==> config.mk <==
export PLATFORM = sky130hd
export DESIGN_NAME = sdp_port
export DESIGN_NICKNAME = d
export VERILOG_FILES = /design/src/hdl/sdp_pkg.sv /design/src/hdl/sdp_sync.sv /design/src/hdl/sdp_bit_cell.sv /design/src/hdl/sdp_port.sv
export VERILOG_INCLUDE_DIRS = /design/src /design/src/hdl
export SDC_FILE = /design/constraint.sdc
export NUM_CORES = 1
export LEC_CHECK = 0
export ABC_AREA = 1
export BUFFER_PORTS_ARGS = -buffer_cell sky130_fd_sc_hd__buf_4
export CORE_MARGIN = 4
export CORE_UTILIZATION = 44
export CTS_BUF_LIST = sky130_fd_sc_hd__clkbuf_16
export CTS_CLUSTER_DIAMETER = 80
export DETAILED_ROUTE_END_ITERATION = 10
export GPL_ROUTABILITY_DRIVEN = 0
export PLACE_DENSITY = 0.77
export SYNTH_ARGS = -nofsm -noshare
export SYNTH_HDL_FRONTEND = slang
export SYNTH_HIERARCHICAL = 1
export SYNTH_SLANG_ARGS = --single-unit
==> constraint.sdc <==
create_clock -name mclk -period 2.2 [get_ports mclk]
set_input_delay 0.44 -clock mclk [delete_from_list [all_inputs] [get_ports mclk]]
set_output_delay 0.44 -clock mclk [all_outputs]
set_load 0.02 [all_outputs]
==> src/hdl/sdp_map.svh <==
// named constants for the single-wire debug command port
`ifndef SDP_MAP_SVH
`define SDP_MAP_SVH

// hardware command opcodes
`define SDP_OPC_BACKGROUND 8'h90
`define SDP_OPC_RD_DBG_BYTE 8'hE4
`define SDP_OPC_RD_DBG_WORD 8'hEC
`define SDP_OPC_WR_DBG_BYTE 8'hC4
`define SDP_OPC_WR_DBG_WORD 8'hCC
`define SDP_OPC_RD_BYTE 8'hE0
`define SDP_OPC_RD_WORD 8'hE8
`define SDP_OPC_WR_BYTE 8'hC0
`define SDP_OPC_WR_WORD 8'hC8

// firmware command opcodes
`define SDP_OPC_FW_RD_FIRST 8'h62
`define SDP_OPC_FW_RD_LAST 8'h67
`define SDP_OPC_FW_WR_FIRST 8'h42
`define SDP_OPC_FW_WR_LAST 8'h47
`define SDP_OPC_RESUME 8'h08
`define SDP_OPC_STEP 8'h10
`define SDP_OPC_TAG_RESUME 8'h18
`define SDP_FW_SEL_BASE 3'h2

// field lengths in bits
`define SDP_OPC_BITS 5'h08
`define SDP_FIELD_BITS 5'h10

// bit cell timing, cycles after the perceived bit start
`define SDP_CYC_PULSE1 4'h7
`define SDP_CYC_SAMPLE 4'hA
`define SDP_CYC_LOW0 4'hD
`define SDP_CYC_END 4'hF

// bus stealing and link time-out, debug clock cycles
`define SDP_STEAL_WAIT_CYC 128
`define SDP_TIMEOUT_CYC 512

// debug resource windows while mapped in
`define SDP_ROM_LO 16'hFF20
`define SDP_ROM_HI 16'hFFFF
`define SDP_REG_LO 16'hFF00
`define SDP_REG_HI 16'hFF06

// byte enables for byte and word accesses
`define SDP_BE_WORD 2'h3
`define SDP_BE_LOW 2'h1
`define SDP_BE_HIGH 2'h2

`endif

==> src/hdl/sdp_pkg.sv <==
// types shared by the single-wire debug command port
package sdp_pkg;

  // command sequencer states
  typedef enum logic [2:0] {
    SDP_ST_OPC    = 3'b000,
    SDP_ST_DECODE = 3'b001,
    SDP_ST_ADDR   = 3'b010,
    SDP_ST_DIN    = 3'b011,
    SDP_ST_BUS    = 3'b100,
    SDP_ST_ACCESS = 3'b101,
    SDP_ST_FWWAIT = 3'b110,
    SDP_ST_DOUT   = 3'b111
  } sdp_state_t;

  // firmware register selection
  typedef enum logic [2:0] {
    SDP_FW_NEXT = 3'b000,
    SDP_FW_PC   = 3'b001,
    SDP_FW_D    = 3'b010,
    SDP_FW_X    = 3'b011,
    SDP_FW_Y    = 3'b100,
    SDP_FW_SP   = 3'b101
  } sdp_fw_sel_t;

endpackage

==> src/hdl/sdp_sync.sv <==
// two-stage synchroniser for an asynchronous level
`timescale 1ns/1ns
module sdp_sync #(
  parameter logic RESET_VAL = 1'b1
) (
  // clock and reset
  input wire logic mclk,
  input wire logic rst_b,
  // level in and out
  input wire logic d,
  output logic q
);

  logic meta;

  // first stage feeds only the second stage
  always_ff @(posedge mclk or negedge rst_b)
  begin
    if (!rst_b)
    begin
      meta <= RESET_VAL;
      q <= RESET_VAL;
    end
    else
    begin
      meta <= d;
      q <= meta;
    end
  end

endmodule

==> src/hdl/sdp_bit_cell.sv <==
// timing of one serial bit on the debug pin
`timescale 1ns/1ns
`include "sdp_map.svh"
module sdp_bit_cell (
  // clock and reset
  input wire logic mclk,
  input wire logic rst_b,
  // bit control
  input wire logic bit_start,
  input wire logic tx_mode,
  input wire logic tx_bit,
  input wire logic pin_s,
  // pin drive
  output logic pin_out,
  output logic pin_oe,
  // received bit
  output logic rx_valid,
  output logic rx_bit
);

  logic [3:0] cnt;
  logic active;
  logic send;
  logic value;

  // cycle counter; cnt equals cycles since the perceived start
  always_ff @(posedge mclk or negedge rst_b)
  begin
    if (!rst_b)
    begin
      cnt <= 4'h0;
      active <= 1'b0;
      send <= 1'b0;
      value <= 1'b0;
    end
    else if (bit_start)
    begin
      cnt <= 4'h1;
      active <= 1'b1;
      send <= tx_mode;
      value <= tx_bit;
    end
    else if (active)
    begin
      cnt <= cnt + 4'h1;
      if (cnt == `SDP_CYC_END)
        active <= 1'b0;
    end
  end

  // pin drive; a new edge restarts the cell and drives low only when sending a zero
  always_ff @(posedge mclk or negedge rst_b)
  begin
    if (!rst_b)
    begin
      pin_oe <= 1'b0;
      pin_out <= 1'b1;
    end
    else if (bit_start)
    begin
      pin_oe <= tx_mode & ~tx_bit;
      pin_out <= 1'b0;
    end
    else if (active && send && value)
    begin
      // host must be released by now, else the pulse fights it
      pin_oe <= (cnt == `SDP_CYC_PULSE1 - 4'h1);
      pin_out <= 1'b1;
    end
    else if (active && send)
    begin
      if (cnt == `SDP_CYC_LOW0)
      begin
        pin_out <= 1'b1;
      end
      else if (cnt == `SDP_CYC_LOW0 + 4'h1)
      begin
        pin_oe <= 1'b0;
        pin_out <= 1'b1;
      end
    end
    else
    begin
      pin_oe <= 1'b0;
      pin_out <= 1'b1;
    end
  end

  // host bits are sampled at a fixed point in the cell
  always_ff @(posedge mclk or negedge rst_b)
  begin
    if (!rst_b)
    begin
      rx_valid <= 1'b0;
      rx_bit <= 1'b0;
    end
    else
    begin
      rx_valid <= active & ~send & (cnt == `SDP_CYC_SAMPLE);
      if (active && !send && cnt == `SDP_CYC_SAMPLE)
        rx_bit <= pin_s;
    end
  end

endmodule

==> src/hdl/sdp_port.sv <==
// single-wire debug command port, target side
`timescale 1ns/1ns
`include "sdp_map.svh"
// Functional notes
// - bit start seen one to two cycles late
// - logic one: high pulse at cycle seven
// - logic zero: low thirteen cycles, then high
// - hardware commands steal cycle after 128
// - background opcode halts only if enabled
// - debug-space reads map debug resources briefly
// - debug-space writes map debug resources briefly
// - normal reads leave debug resources unmapped unless halted
// - normal writes leave debug resources unmapped unless halted
// - byte lanes by address parity, words aligned
// - firmware commands only while halted; fixed windows
// - firmware reads: next word or registers
// - firmware writes: next word or registers
// - resume, single step, tag and resume
// - opcode then optional address and data
// - every read returns sixteen bits
// - most significant bit first, sixteen cycles
// - 512 idle cycles clear the command
// - host bits sampled ten cycles after start
module sdp_port
  import sdp_pkg::*;
#(
  parameter int STEAL_WAIT = `SDP_STEAL_WAIT_CYC,
  parameter int TIMEOUT = `SDP_TIMEOUT_CYC
) (
  // clock and reset
  input wire logic mclk,
  input wire logic rst_b,
  // debug pin, pseudo open drain
  input wire logic pin_in,
  output logic pin_out,
  output logic pin_oe,
  // cpu status
  input wire logic fw_enable,
  input wire logic halted_debug_state,
  input wire logic bus_idle,
  // cpu control
  output logic halt_req,
  output logic resume_req,
  output logic step_req,
  output logic tag_req,
  output logic cpu_freeze,
  // memory access
  output logic mem_stb,
  output logic mem_we,
  output logic mem_word,
  output logic [15:0] mem_addr,
  output logic [1:0] mem_be,
  output logic [15:0] mem_wdata,
  input wire logic [15:0] mem_rdata,
  output logic debug_map,
  output logic dbg_rom_sel,
  output logic dbg_reg_sel,
  // firmware hand-off
  output logic fw_req,
  output logic fw_write,
  output sdp_fw_sel_t fw_sel,
  output logic [15:0] fw_wdata,
  input wire logic fw_rdata_valid,
  input wire logic [15:0] fw_rdata,
  // link status
  output logic timeout_evt
);

  localparam int SW = $clog2(STEAL_WAIT + 1);
  localparam int TW = $clog2(TIMEOUT + 1);

  sdp_state_t state;
  sdp_state_t next_state;
  logic pin_s;
  logic pin_d;
  logic bit_start;
  logic rx_valid;
  logic rx_bit;
  logic tx_mode;
  logic [15:0] shreg;
  logic [15:0] next_word;
  logic [4:0] bit_cnt;
  logic [7:0] cmd;
  logic [SW-1:0] steal_cnt;
  logic [TW-1:0] tmo_cnt;
  logic tmo_hit;
  logic mem_dbg;
  logic grant;
  logic opc_done;
  logic addr_done;
  logic din_done;
  logic dout_done;
  // decoded command attributes
  logic cmd_mem;
  logic cmd_rd;
  logic cmd_word;
  logic cmd_dbg;
  logic cmd_bg;
  logic cmd_fw_rd;
  logic cmd_fw_wr;
  logic cmd_go;
  logic cmd_step;
  logic cmd_tag;

  // the pin is asynchronous to mclk; bit timing counts from here
  sdp_sync #(
    .RESET_VAL(1'b1)
  ) u_sync (
    .mclk(mclk),
    .rst_b(rst_b),
    .d(pin_in),
    .q(pin_s)
  );

  // falling edge of the synchronised pin marks the bit start
  always_ff @(posedge mclk or negedge rst_b)
  begin
    if (!rst_b)
      pin_d <= 1'b1;
    else
      pin_d <= pin_s;
  end

  // a low shorter than one cycle may slip past the sampler
  assign bit_start = pin_d & ~pin_s;

  assign tx_mode = (state == SDP_ST_DOUT);

  // one bit cell handles both directions of the wire
  sdp_bit_cell u_cell (
    .mclk(mclk),
    .rst_b(rst_b),
    .bit_start(bit_start),
    .tx_mode(tx_mode),
    .tx_bit(shreg[15]),
    .pin_s(pin_s),
    .pin_out(pin_out),
    .pin_oe(pin_oe),
    .rx_valid(rx_valid),
    .rx_bit(rx_bit)
  );

  // opcode decode; unknown codes fall back to waiting for an opcode
  always_comb
  begin
    cmd_mem = 1'b0;
    cmd_rd = 1'b0;
    cmd_word = 1'b0;
    cmd_dbg = 1'b0;
    cmd_bg = 1'b0;
    cmd_go = 1'b0;
    cmd_step = 1'b0;
    cmd_tag = 1'b0;
    cmd_fw_rd = (cmd >= `SDP_OPC_FW_RD_FIRST) &&
                (cmd <= `SDP_OPC_FW_RD_LAST);
    cmd_fw_wr = (cmd >= `SDP_OPC_FW_WR_FIRST) &&
                (cmd <= `SDP_OPC_FW_WR_LAST);
    case (cmd)
      `SDP_OPC_BACKGROUND: cmd_bg = 1'b1;
      `SDP_OPC_RD_DBG_BYTE:
      begin
        cmd_mem = 1'b1;
        cmd_rd = 1'b1;
        cmd_dbg = 1'b1;
      end
      `SDP_OPC_RD_DBG_WORD:
      begin
        cmd_mem = 1'b1;
        cmd_rd = 1'b1;
        cmd_word = 1'b1;
        cmd_dbg = 1'b1;
      end
      `SDP_OPC_WR_DBG_BYTE:
      begin
        cmd_mem = 1'b1;
        cmd_dbg = 1'b1;
      end
      `SDP_OPC_WR_DBG_WORD:
      begin
        cmd_mem = 1'b1;
        cmd_word = 1'b1;
        cmd_dbg = 1'b1;
      end
      `SDP_OPC_RD_BYTE:
      begin
        cmd_mem = 1'b1;
        cmd_rd = 1'b1;
      end
      `SDP_OPC_RD_WORD:
      begin
        cmd_mem = 1'b1;
        cmd_rd = 1'b1;
        cmd_word = 1'b1;
      end
      `SDP_OPC_WR_BYTE: cmd_mem = 1'b1;
      `SDP_OPC_WR_WORD:
      begin
        cmd_mem = 1'b1;
        cmd_word = 1'b1;
      end
      `SDP_OPC_RESUME: cmd_go = 1'b1;
      `SDP_OPC_STEP: cmd_step = 1'b1;
      `SDP_OPC_TAG_RESUME: cmd_tag = 1'b1;
      default: cmd_bg = 1'b0;
    endcase
  end

  // field completion strobes
  assign opc_done = rx_valid && state == SDP_ST_OPC &&
                    bit_cnt == `SDP_OPC_BITS - 5'h01;
  assign addr_done = rx_valid && state == SDP_ST_ADDR &&
                     bit_cnt == `SDP_FIELD_BITS - 5'h01;
  assign din_done = rx_valid && state == SDP_ST_DIN &&
                    bit_cnt == `SDP_FIELD_BITS - 5'h01;
  assign dout_done = bit_start && state == SDP_ST_DOUT &&
                     bit_cnt == `SDP_FIELD_BITS - 5'h01;
  assign next_word = {shreg[14:0], rx_bit};

  // a free bus cycle is used, or the frozen cpu gives one up
  assign grant = (state == SDP_ST_BUS) && (bus_idle || cpu_freeze);

  // link time-out: idle cycles since the last host edge
  assign tmo_hit = (tmo_cnt == TW'(TIMEOUT - 1));

  always_ff @(posedge mclk or negedge rst_b)
  begin
    if (!rst_b)
      tmo_cnt <= '0;
    else if (bit_start)
      tmo_cnt <= '0;
    else if (tmo_cnt != TW'(TIMEOUT))
      tmo_cnt <= tmo_cnt + TW'(1);
  end

  always_ff @(posedge mclk or negedge rst_b)
  begin
    if (!rst_b)
      timeout_evt <= 1'b0;
    else
      timeout_evt <= tmo_hit;
  end

  // sequencer next state
  always_comb
  begin
    next_state = state;
    case (state)
      SDP_ST_OPC:
        if (opc_done)
          next_state = SDP_ST_DECODE;
      SDP_ST_DECODE:
        if (cmd_mem)
          next_state = SDP_ST_ADDR;
        else if (cmd_fw_rd && halted_debug_state)
          next_state = SDP_ST_FWWAIT;
        else if (cmd_fw_wr && halted_debug_state)
          next_state = SDP_ST_DIN;
        else
          next_state = SDP_ST_OPC;
      SDP_ST_ADDR:
        if (addr_done)
          next_state = cmd_rd ? SDP_ST_BUS : SDP_ST_DIN;
      SDP_ST_DIN:
        if (din_done)
          next_state = cmd_mem ? SDP_ST_BUS : SDP_ST_OPC;
      SDP_ST_BUS:
        if (grant)
          next_state = SDP_ST_ACCESS;
      SDP_ST_ACCESS:
        next_state = cmd_rd ? SDP_ST_DOUT : SDP_ST_OPC;
      SDP_ST_FWWAIT:
        if (fw_rdata_valid)
          next_state = SDP_ST_DOUT;
      SDP_ST_DOUT:
        if (dout_done)
          next_state = SDP_ST_OPC;
      default: next_state = SDP_ST_OPC;
    endcase
  end

  // state register; a time-out drops any half-received command
  always_ff @(posedge mclk or negedge rst_b)
  begin
    if (!rst_b)
      state <= SDP_ST_OPC;
    else if (tmo_hit)
      state <= SDP_ST_OPC;
    else
      state <= next_state;
  end

  // bit counter within the current field
  always_ff @(posedge mclk or negedge rst_b)
  begin
    if (!rst_b)
      bit_cnt <= 5'h00;
    else if (tmo_hit || next_state != state)
      bit_cnt <= 5'h00;
    else if (rx_valid && (state == SDP_ST_OPC ||
             state == SDP_ST_ADDR || state == SDP_ST_DIN))
      bit_cnt <= bit_cnt + 5'h01;
    else if (bit_start && state == SDP_ST_DOUT)
      bit_cnt <= bit_cnt + 5'h01;
  end

  // command register
  always_ff @(posedge mclk or negedge rst_b)
  begin
    if (!rst_b)
      cmd <= 8'h00;
    else if (tmo_hit)
      cmd <= 8'h00;
    else if (opc_done)
      cmd <= next_word[7:0];
  end

  // shift register: in, loaded from memory or firmware, out
  always_ff @(posedge mclk or negedge rst_b)
  begin
    if (!rst_b)
      shreg <= 16'h0000;
    else if (rx_valid && (state == SDP_ST_OPC ||
             state == SDP_ST_ADDR || state == SDP_ST_DIN))
      shreg <= next_word;
    else if (state == SDP_ST_ACCESS && cmd_rd)
    begin
      // unrequested byte lane reads as zero
      if (mem_word)
        shreg <= mem_rdata;
      else if (mem_addr[0])
        shreg <= {8'h00, mem_rdata[7:0]};
      else
        shreg <= {mem_rdata[15:8], 8'h00};
    end
    else if (state == SDP_ST_FWWAIT && fw_rdata_valid)
      shreg <= fw_rdata;
    else if (bit_start && state == SDP_ST_DOUT)
      shreg <= {shreg[14:0], 1'b0};
  end

  // address, data and lanes held for the memory access
  always_ff @(posedge mclk or negedge rst_b)
  begin
    if (!rst_b)
    begin
      mem_addr <= 16'h0000;
      mem_wdata <= 16'h0000;
      mem_be <= `SDP_BE_WORD;
      mem_we <= 1'b0;
      mem_word <= 1'b0;
      mem_dbg <= 1'b0;
    end
    else if (addr_done)
    begin
      // word commands rely on the host sending aligned addresses
      mem_addr <= next_word;
      mem_we <= ~cmd_rd;
      mem_word <= cmd_word;
      mem_dbg <= cmd_dbg;
      if (cmd_word)
        mem_be <= `SDP_BE_WORD;
      else if (next_word[0])
        mem_be <= `SDP_BE_LOW;
      else
        mem_be <= `SDP_BE_HIGH;
    end
    else if (din_done && cmd_mem)
      mem_wdata <= next_word;
  end

  // steal counter and cpu freeze while a bus cycle is wanted
  always_ff @(posedge mclk or negedge rst_b)
  begin
    if (!rst_b)
    begin
      steal_cnt <= '0;
      cpu_freeze <= 1'b0;
    end
    else if (tmo_hit || state != SDP_ST_BUS)
    begin
      steal_cnt <= '0;
      // freeze spans the granting cycle and the stolen access cycle
      cpu_freeze <= 1'b0;
    end
    else if (!bus_idle && !cpu_freeze)
    begin
      steal_cnt <= steal_cnt + SW'(1);
      if (steal_cnt == SW'(STEAL_WAIT - 1))
        cpu_freeze <= 1'b1;
    end
  end

  // one-cycle memory strobe in the access state
  always_ff @(posedge mclk or negedge rst_b)
  begin
    if (!rst_b)
      mem_stb <= 1'b0;
    else
      mem_stb <= grant & ~tmo_hit;
  end

  // debug resources: always while halted, else just for a debug-space access
  assign debug_map = halted_debug_state | (mem_stb & mem_dbg);
  assign dbg_rom_sel = debug_map && mem_addr >= `SDP_ROM_LO &&
                       mem_addr <= `SDP_ROM_HI;
  assign dbg_reg_sel = debug_map && mem_addr >= `SDP_REG_LO &&
                       mem_addr <= `SDP_REG_HI;

  // firmware hand-off requests
  always_ff @(posedge mclk or negedge rst_b)
  begin
    if (!rst_b)
    begin
      fw_req <= 1'b0;
      fw_write <= 1'b0;
      fw_sel <= SDP_FW_NEXT;
      fw_wdata <= 16'h0000;
    end
    else if (state == SDP_ST_DECODE && cmd_fw_rd && halted_debug_state)
    begin
      fw_req <= 1'b1;
      fw_write <= 1'b0;
      fw_sel <= sdp_fw_sel_t'(cmd[2:0] - `SDP_FW_SEL_BASE);
    end
    else if (din_done && !cmd_mem && !tmo_hit)
    begin
      fw_req <= 1'b1;
      fw_write <= 1'b1;
      fw_sel <= sdp_fw_sel_t'(cmd[2:0] - `SDP_FW_SEL_BASE);
      fw_wdata <= next_word;
    end
    else
      fw_req <= 1'b0;
  end

  // cpu run control pulses, issued from the decode cycle
  always_ff @(posedge mclk or negedge rst_b)
  begin
    if (!rst_b)
    begin
      halt_req <= 1'b0;
      resume_req <= 1'b0;
      step_req <= 1'b0;
      tag_req <= 1'b0;
    end
    else
    begin
      halt_req <= state == SDP_ST_DECODE && cmd_bg && fw_enable;
      resume_req <= state == SDP_ST_DECODE && halted_debug_state &&
                    (cmd_go || cmd_tag);
      step_req <= state == SDP_ST_DECODE && halted_debug_state &&
                  cmd_step;
      tag_req <= state == SDP_ST_DECODE && halted_debug_state &&
                 cmd_tag;
    end
  end

endmodule

# Word level (Yosys, flattened, before mapping)
# Cells that the tools add are included.
# op_classes
addsub	5
magnitude_cmp	8
n_eq_ne	34
mux	63
n_bitwise	14
n_reduce_logical	64
# ops
op	n
16-bit 2-to-1 mux	6
8-bit == test (second input constant)	9
3-bit 2-to-1 mux	14
1-bit logical AND	36
16-bit greater-or-equal comparator (second input constant)	2
16-bit <= comparator (second input constant)	2
8-bit 2-to-1 mux	4
1-bit 2-to-1 mux	28
3-bit case mux with 8 select lines	1
10-bit 2-to-1 mux	2
4-bit == test (second input constant)	4
8-bit by 5-bit == test with 1-bit output (second input constant)	2
8-bit by 7-bit greater-or-equal comparator with 1-bit output (second input constant)	2
8-bit by 7-bit <= comparator with 1-bit output (second input constant)	2
5-bit 2-to-1 mux	3
3-bit == test (second input constant)	4
2-bit nonzero test	6
4-bit OR reduction	3
10-bit by 1-bit adder with 10-bit output (second input constant)	1
10-bit by 9-bit == test with 1-bit output (second input constant)	1
10-bit inequality test (second input constant)	1
8-bit by 1-bit adder with 8-bit output (second input constant)	1
8-bit by 4-bit == test with 1-bit output (second input constant)	1
8-bit by 7-bit == test with 1-bit output (second input constant)	1
24 further kinds	52
# word_totals
register_bits	129
in_bits	39
wordCells	222

# Longest topological paths before layout
# Gate-level depths: netlist (run 1).
# logic_depth
word_depth	10
depth_mapped	14

# Hierarchy
# Netlist (run 1), hierarchy kept.
# by_module_without_submodules
mod	instances	cells_each	area_each_um2	seq_area_each_um2
sdp_port	1	643	5562.8	2906.5
sdp_bit_cell	1	67	553.0	276.5
sdp_sync	1	2	52.6	52.6

# Worst setup path after synthesis (run 1)
# OpenSTA, ideal clock, no wires.
# synth_timing
path_kind	register to output
startpoint	reg mem_addr[9]
endpoint	out dbg_reg_sel
t_arrival_ps	1494
required_ps	1760
setup_slack_ps	266
path_stages_with_launch	4
path_buffers	0
path_cell_list	dfrtp_1 nand4_1 or2_2 nor4_1
# synth_via
elab_chain_len	3
elab_cells_between_ends	4
# synth_rtl
element	line_no	rtl
start: declaration	sdp_port.sv:51	output logic [15:0] mem_addr,
start signal: assignment	sdp_port.sv:356	mem_addr <= next_word;
16-bit greater-or-equal comparator (no line)	--	
1-bit logical AND (no line)	--	
1-bit logical AND (no line) *	--	
end: declaration	sdp_port.sv:57	output logic dbg_reg_sel,
# Mark *: on every way between the ends. The rest lies on a longest branch, timed or not.

# Final worst setup path (run 1)
# layout_timing
startpoint	reg mem_addr[13]
endpoint	out dbg_reg_sel
# The elaborated chain is that of the path after synthesis.

==> results.tsv, run 1 <==
stage	metric	value	unit
worst_setup_path	CP Cell Sequence	nand4_1, or2_2, nor4_1, buf_4	
grt	number of global-route vias before repair	5094	
detailed_routing	DRC marker count from the first detailed-route iteration	364	
final_layout	layout cell share with drive strength beyond 1	25.2	%
worst_setup_path	element type at the critical path start	flip-flop	
timing	Rel. slew slack	54.0	%
timing	fmax	476	MHz
detailed_routing	via count	5331	
floorplan	Initial Util	44.6	%
worst_setup_path	slowest stage delay, CP	400	ps
run	max cap viols	0	
detailed_routing	First-pass DRT Iterations	5	
timing	fin crit share	95.5	%
final_layout	Fill cells	1181	
detailed_routing	DR WL/cell	15.3	microns
placed_design	DPL Wire Length	11000	microns
floorplan	core box area	0.0138	sq mm
min_path	Hold WC Path Type	input port to flip-flop	
floorplan	Site Rows	43	
floorplan	die width	126	microns
worst_setup_path	Worst EP required	1760	ps
worst_setup_path	crit path max fanout	3	
placed_design	Port Buffer Count	107	
pwr	Total Power	7.09	mW
outcome	outcome	finished clean	
detailed_routing	post-route ant nets	0	
timing	final hold viol count	0	
final_layout	P&R area growth vs syn	27.3	%
final_layout	nets	881	
floorplan	io pins	108	
yosys	Seq/Total Area, Yosys	52.5	%
clock_network	clock sinks	129	
detailed_routing	DR DRC count	0	
clock_network	clock tree buffer depth	2	
worst_setup_path	WP data arrival	1660	ps
yosys	Synth cell types	43	
worst_setup_path	Worst setup EP type	primary output	
yosys	Post-Synthesis Cell Area	0.00617	sq mm
floorplan	DIE AREA	0.0160	sq mm
grt	gr ovfl total	0	
yosys	Synthesized Nets	760	
timing	Worst Clk Skew	9.17	ps
clock_network	CTS root buf	clkbuf_16	
clock_network	number of CTS-inserted buffers	17	
grt	initial antenna violation count	0	
grt	GRT Resource Usage Total	19.9	%
clock_network	clock latency on the worst-skew pair	430	ps
clock_network	Worst-path clk slew	60	ps
clock_network	H-tree Lvls	4	
final_layout	# diodes	0	
floorplan	die height	126	microns
yosys	Synth Area per Inst	8.66	sq um
timing	Final min period	2100	ps
worst_setup_path	CP max-delay cell	dfrtp_1	
detailed_routing	final wirelength	15700	microns
worst_setup_path	Worst Path Class, Setup	flip-flop to primary output	
timing	Slew @ Worst Pin	684	ps
detailed_routing	vias per inst	5.20	
grt	first-pass GRT wire length	25400	microns
yosys	Synthesis Warnings	6	
pwr	pwr dens	903	mW/mm^2
timing	Setup TNS Final	0	ps
pwr	leak pwr	3.84	nW
timing	Slew Limit Fails	0	
yosys	Seq cells post-synth	129	
yosys	Post-Synthesis Cells	712	
grt	largest net degree at the start of global routing	61	
clock_network	CTS tree	done	
pwr	Max VDD drop	0.000502	V
timing	setup violators final	0	
[path summary, 6_finish.rpt]
check,start,to,slack [ps],cells past startpoint
setup reg to reg,bit_cnt[0],bit_cnt[0],130,14
hold reg to reg,u_sync/meta,u_sync/q,360,0
setup / recovery,mem_addr[13],dbg_reg_sel,100,4
max in group asynchronous,rst_b,mem_be[0],1140,3
min in group asynchronous,rst_b,shreg[8],440,2
hold / removal,pin_in,u_sync/meta,130,1
[per-stage QoR]
step	std cells	area, sq um	hold WS [ps]	worst slack, ps	utilization [%]
after floorplan	712	6170	144	266	-
after global placement	989	7200	339	247	52.0
after detailed placement	989	7200	346	121	52.0
after CTS	1021	7800	110	45.8	56.4
after global routing	1025	7850	108	-51.5	56.8
final	1025	7850	126	99.9	56.8
[critical path: cells and delay by family (launching register included)]
kind | cells | cell delay [ps]
buf+inv | 1 | 190
flops | 1 | 400
simple gates | 3 | 640
[final cells by class]
class | count | area, sq um | share of cell area (%)
Sequential cell | 129 | 3240 | 41.2
Multi-Input combinational cell | 479 | 2530 | 32.2
Clock inverter | 14 | 168 | 2.14
Clock buffer | 17 | 425 | 5.42
Timing Repair Buffer | 123 | 951 | 12.1
Tap cell | 180 | 225 | 2.87
Inverter | 83 | 315 | 4.02
[registers in the layout (all words and copies together) (netlist names), 2 cells and up]
register	count
fw_wdata	16
mem_addr	16
mem_wdata	16
shreg	16
tmo_cnt	10
cmd	8
steal_cnt	8
bit_cnt	5
u_cell/cnt	4
fw_sel	3
state	3
mem_be	2
[cells in the mapped netlist, drive strengths merged]
cell / number / share of area, %
a21oi: 35 / 2.8
a31oi: 9 / 0.91
a41oi: 8 / 1.1
and3: 1 / 0.10
buf: 13 / 1.3
clkbuf: 8 / 0.49
clkinv: 2 / 0.14
dfrtp: 123 / 50
dfstp: 6 / 2.6
ha: 9 / 1.8
inv: 81 / 5.0
mux2: 2 / 0.37
mux2i: 1 / 0.16
nand2: 170 / 11
nand3: 48 / 4.7
nand4: 15 / 1.7
nor2: 58 / 4.4
nor3: 23 / 2.4
nor4: 7 / 0.71
o211a: 1 / 0.16
o21a: 2 / 0.24
o21ai: 71 / 5.8
o22a: 1 / 0.14
o41ai: 1 / 0.14
or2: 11 / 1.1
xnor2: 1 / 0.14
xor2: 5 / 0.71
[where the power goes]
| group | total, mW | switching [mW] | leakage, nW | internal [mW] |
|---|---|---|---|---|
| combinational | 1.35 | 0.866 | 1.82 | 0.482 |
| clock | 2.83 | 1.05 | 0.296 | 1.77 |
| sequential | 2.92 | 0.271 | 1.73 | 2.65 |
[logic make-up (layout without fill, tap and decap cells)]
logic type	after synthesis	in the layout	share of synthesized area, %
muxes	3	3	0.527
adders and majority gates	9	9	1.83
buffers and inverters	104	237	6.86
and+or+nand+nor	333	333	26.1
xor gates and xnor gates	6	6	0.852
AOI/OAI and AO/OA	128	128	11.3
DFF	129	129	52.5
[metal layers]
metal	up-vias	global-route usage (%)	part of all wire, %
met5	-	0	0
met4	0	8.14	2.5
met3	26	4.04	5.4
met2	156	31.8	48
met1	2555	26.6	44
li1	2594	-	-
[layout by cell type, fill, tap and decap left out, drive strengths merged, types with 7 or more instances in the layout]
master    n
nor4      7
ha        9
clkbuf   17
nor2     58
buf     122
dfrtp   123
a31oi     9
a41oi     8
nor3     23
nand2   170
a21oi    35
o21ai    71
inv      85
or2      11
clkinv    8
nand4    15
nand3    48
[timing repair]
action | CTS | global route
setup endpoints to repair | 0 | 41
hold endpoints to repair | 16 | 0
buffers inserted | 0 | 4
gates resized for setup | 0 | 6
hold buffers | 1 | 0
No activity file was read; power rests on OpenSTA's default activity.
==> inputs of run 2 (changes only) <==
Settings changed: REMOVE_ABC_BUFFERS from default to 1.
==> run 2 against run 1 <==
Effect of this change:
- worst setup slack got worse by 52 ps
- via count is 0.62% higher
- global-route usage up 0.18 points
- clock-buffer cell count stayed put
- critical path depth is the same
- register-to-register slack improved by 70 ps
- final cell count increased by 0.20%
- utilization up 0.23 points
- die area is the same
- non-clock buffer count increased by 1
- first-iteration DRC count rose by 33%
- power rose by 1.1%
- largest cell class unchanged
==> results.tsv, run 2 (synthesis results as in run 1) <==
stage	metric	value	unit	change
detailed_routing	DR WL/cell	15.2	microns	-0.91%
placed_design	DPL Wire Length	11000	microns	-0.51%
outcome	outcome	finished clean		
floorplan	die width	126	microns	unchanged
detailed_routing	final wirelength	15600	microns	-0.71%
floorplan	Site Rows	43		unchanged
timing	Rel. slew slack	51.9	%	-2.1 points
floorplan	die height	126	microns	unchanged
placed_design	placed inst area	0.00720	sq mm	unchanged
detailed_routing	First-pass DRT Iterations	6		+1
grt	gr ovfl total	0		unchanged
pwr	Total Power	7.17	mW	+1.1%
timing	Final min period	2150	ps	+51.5 ps
clock_network	CTS root buf	clkbuf_16		
timing	Setup TNS Final	0	ps	unchanged
run	max cap viols	0		unchanged
worst_setup_path	crit path max fanout	3		unchanged
grt	GRT Resource Usage Total	20.1	%	+0.18 points
grt	initial antenna violation count	0		unchanged
timing	Slew Limit Fails	0		unchanged
detailed_routing	DRC marker count from the first detailed-route iteration	485		+33%
pwr	switch share	30.3	%	-0.63 points
final_layout	post-route cell area	0.00788	sq mm	+0.40%
clock_network	clock latency on the worst-skew pair	420	ps	about the same
final_layout	P&R area growth vs syn	27.8	%	
clock_network	clock tree buffer depth	2		unchanged
pwr	Comb power frac	17.5	%	-1.5 points
worst_setup_path	element type at the critical path start	flip-flop		
final_layout	nets	882		+0.11%
detailed_routing	post-route ant nets	0		unchanged
pwr	Reg power frac	40.6	%	-0.5 points
timing	final hold viol count	0		unchanged
final_layout	Core Util, Final	57.0	%	+0.23 points
detailed_routing	vias per inst	5.22		+0.42%
pwr	switching power	2.17	mW	-0.94%
placed_design	Port Buffer Count	107		unchanged
final_layout	# diodes	0		unchanged
clock_network	number of CTS-inserted buffers	17		unchanged
pwr	Max VDD drop	0.000656	V	+31%
worst_setup_path	Worst EP required	1760	ps	about the same
timing	Slew @ Worst Pin	716	ps	+31.6 ps
clock_network	CTS tree	done		
timing	RSZ-0062 raised after global routing	false		
timing	fmax	465	MHz	-2.4%
pwr	pwr dens	910	mW/mm^2	+0.73%
timing	fin crit share	97.8	%	+2.3 points
floorplan	core box area	0.0138	sq mm	unchanged
timing	setup violators final	0		unchanged
clock_network	clock sinks	129		unchanged
final_layout	commonest non-fill, non-tap cells in the layout	159 x nand2_1, 123 x dfrtp_1, 121 x buf_4, 74 x inv_1, 71 x o21ai_0		
pwr	leak pwr	3.85	nW	+0.22%
min_path	Hold WC Path Type	input port to flip-flop		
floorplan	Initial Util	44.6	%	unchanged
floorplan	io pins	108		unchanged
clock_network	Worst-path clk slew	60	ps	about the same
timing	Worst Clk Skew	7.97	ps	-1.20 ps
final_layout	layout cell share with drive strength beyond 1	25.0	%	-0.18 points
pwr	internal power	5.00	mW	+2.1%
final_layout	sequential cell area	0.00324	sq mm	unchanged
detailed_routing	DR DRC count	0		unchanged
grt	first-pass GRT wire length	25900	microns	+2.0%
detailed_routing	via count	5364		+0.62%
worst_setup_path	Worst Path Class, Setup	flip-flop to primary output		
clock_network	H-tree Lvls	4		unchanged
grt	number of global-route vias before repair	5169		+1.5%
pwr	power share of the clock group	41.9	%	+2.1 points
grt	largest net degree at the start of global routing	57		-6.6%
final_layout	Multi-input gate area	0.00252	sq mm	-0.54%
worst_setup_path	WP data arrival	1710	ps	+50 ps
final_layout	Fill cells	1185		+0.34%
floorplan	DIE AREA	0.0160	sq mm	unchanged
final_layout	most common cell after layout, fill and taps aside	nand2_1		
worst_setup_path	Worst setup EP type	primary output		
-- run 2: stage by stage --
step                setup WS (ps)  cells  hold WS [ps]
floorplan                   -5.63    691           144
global placement              267    989           347
detailed placement            174    989           349
CTS                          33.4   1022           110
global route                 5.40   1027           110
finish                       48.4   1027           128
-- run 2: worst paths after layout --
| check | from | to | slack, ps | cells past startpoint |
|---|---|---|---|---|
| min in group asynchronous | rst_b | mem_wdata[12] | 510 | 2 |
| max in group asynchronous | rst_b | halt_req | 1040 | 3 |
| max | mem_addr[15] | dbg_reg_sel | 50 | 4 |
| max reg2reg | state[1] | shreg[4] | 200 | 8 |
| min reg2reg | u_sync/meta | u_sync/q | 360 | 0 |
| min | pin_in | u_sync/meta | 130 | 1 |
-- run 2: routing by layer --
metal	vias up	global-route usage, %	wire length (microns)
met5	-	0	0
met4	0	8.64	474
met3	31	4.34	752
met2	167	32.2	7520
met1	2568	26.3	6820
li1	2598	-	-
-- run 2: what timing repair did --
item | in CTS | in global routing
endpoints found under the hold margin | 29 | 0
hold buffers | 1 | 0
resized for setup | 0 | 2
setup endpoints to repair | 0 | 14
setup buffers | 0 | 5
-- run 2: worst max-delay path: stages (launching register included) --
cell and delay [ps]:
dfrtp_1 380, nand4_1 180, or2_2 360, nor4_1 180
buf_4 190
-- run 2: area by class of cell --
cell class / instances / area share, %
inverters: 83 / 4.00
multi-input cells: 479 / 31.9
flip-flops and latches: 129 / 41.0
well taps: 180 / 2.86
repair buffers: 124 / 12.2
clock inverters: 15 / 2.60
clock buffers: 17 / 5.40
-- run 2: power by group through the flow --
stage | clock network, mW | logic, mW | registers, mW
global placement | 0 | 1.20 | 2.94
finish | 3.00 | 1.25 | 2.91
global route | 3.15 | 1.44 | 2.96
floorplan | 0 | 0.868 | 2.89
CTS | 3.04 | 1.26 | 2.91
detailed placement | 0 | 1.23 | 2.95
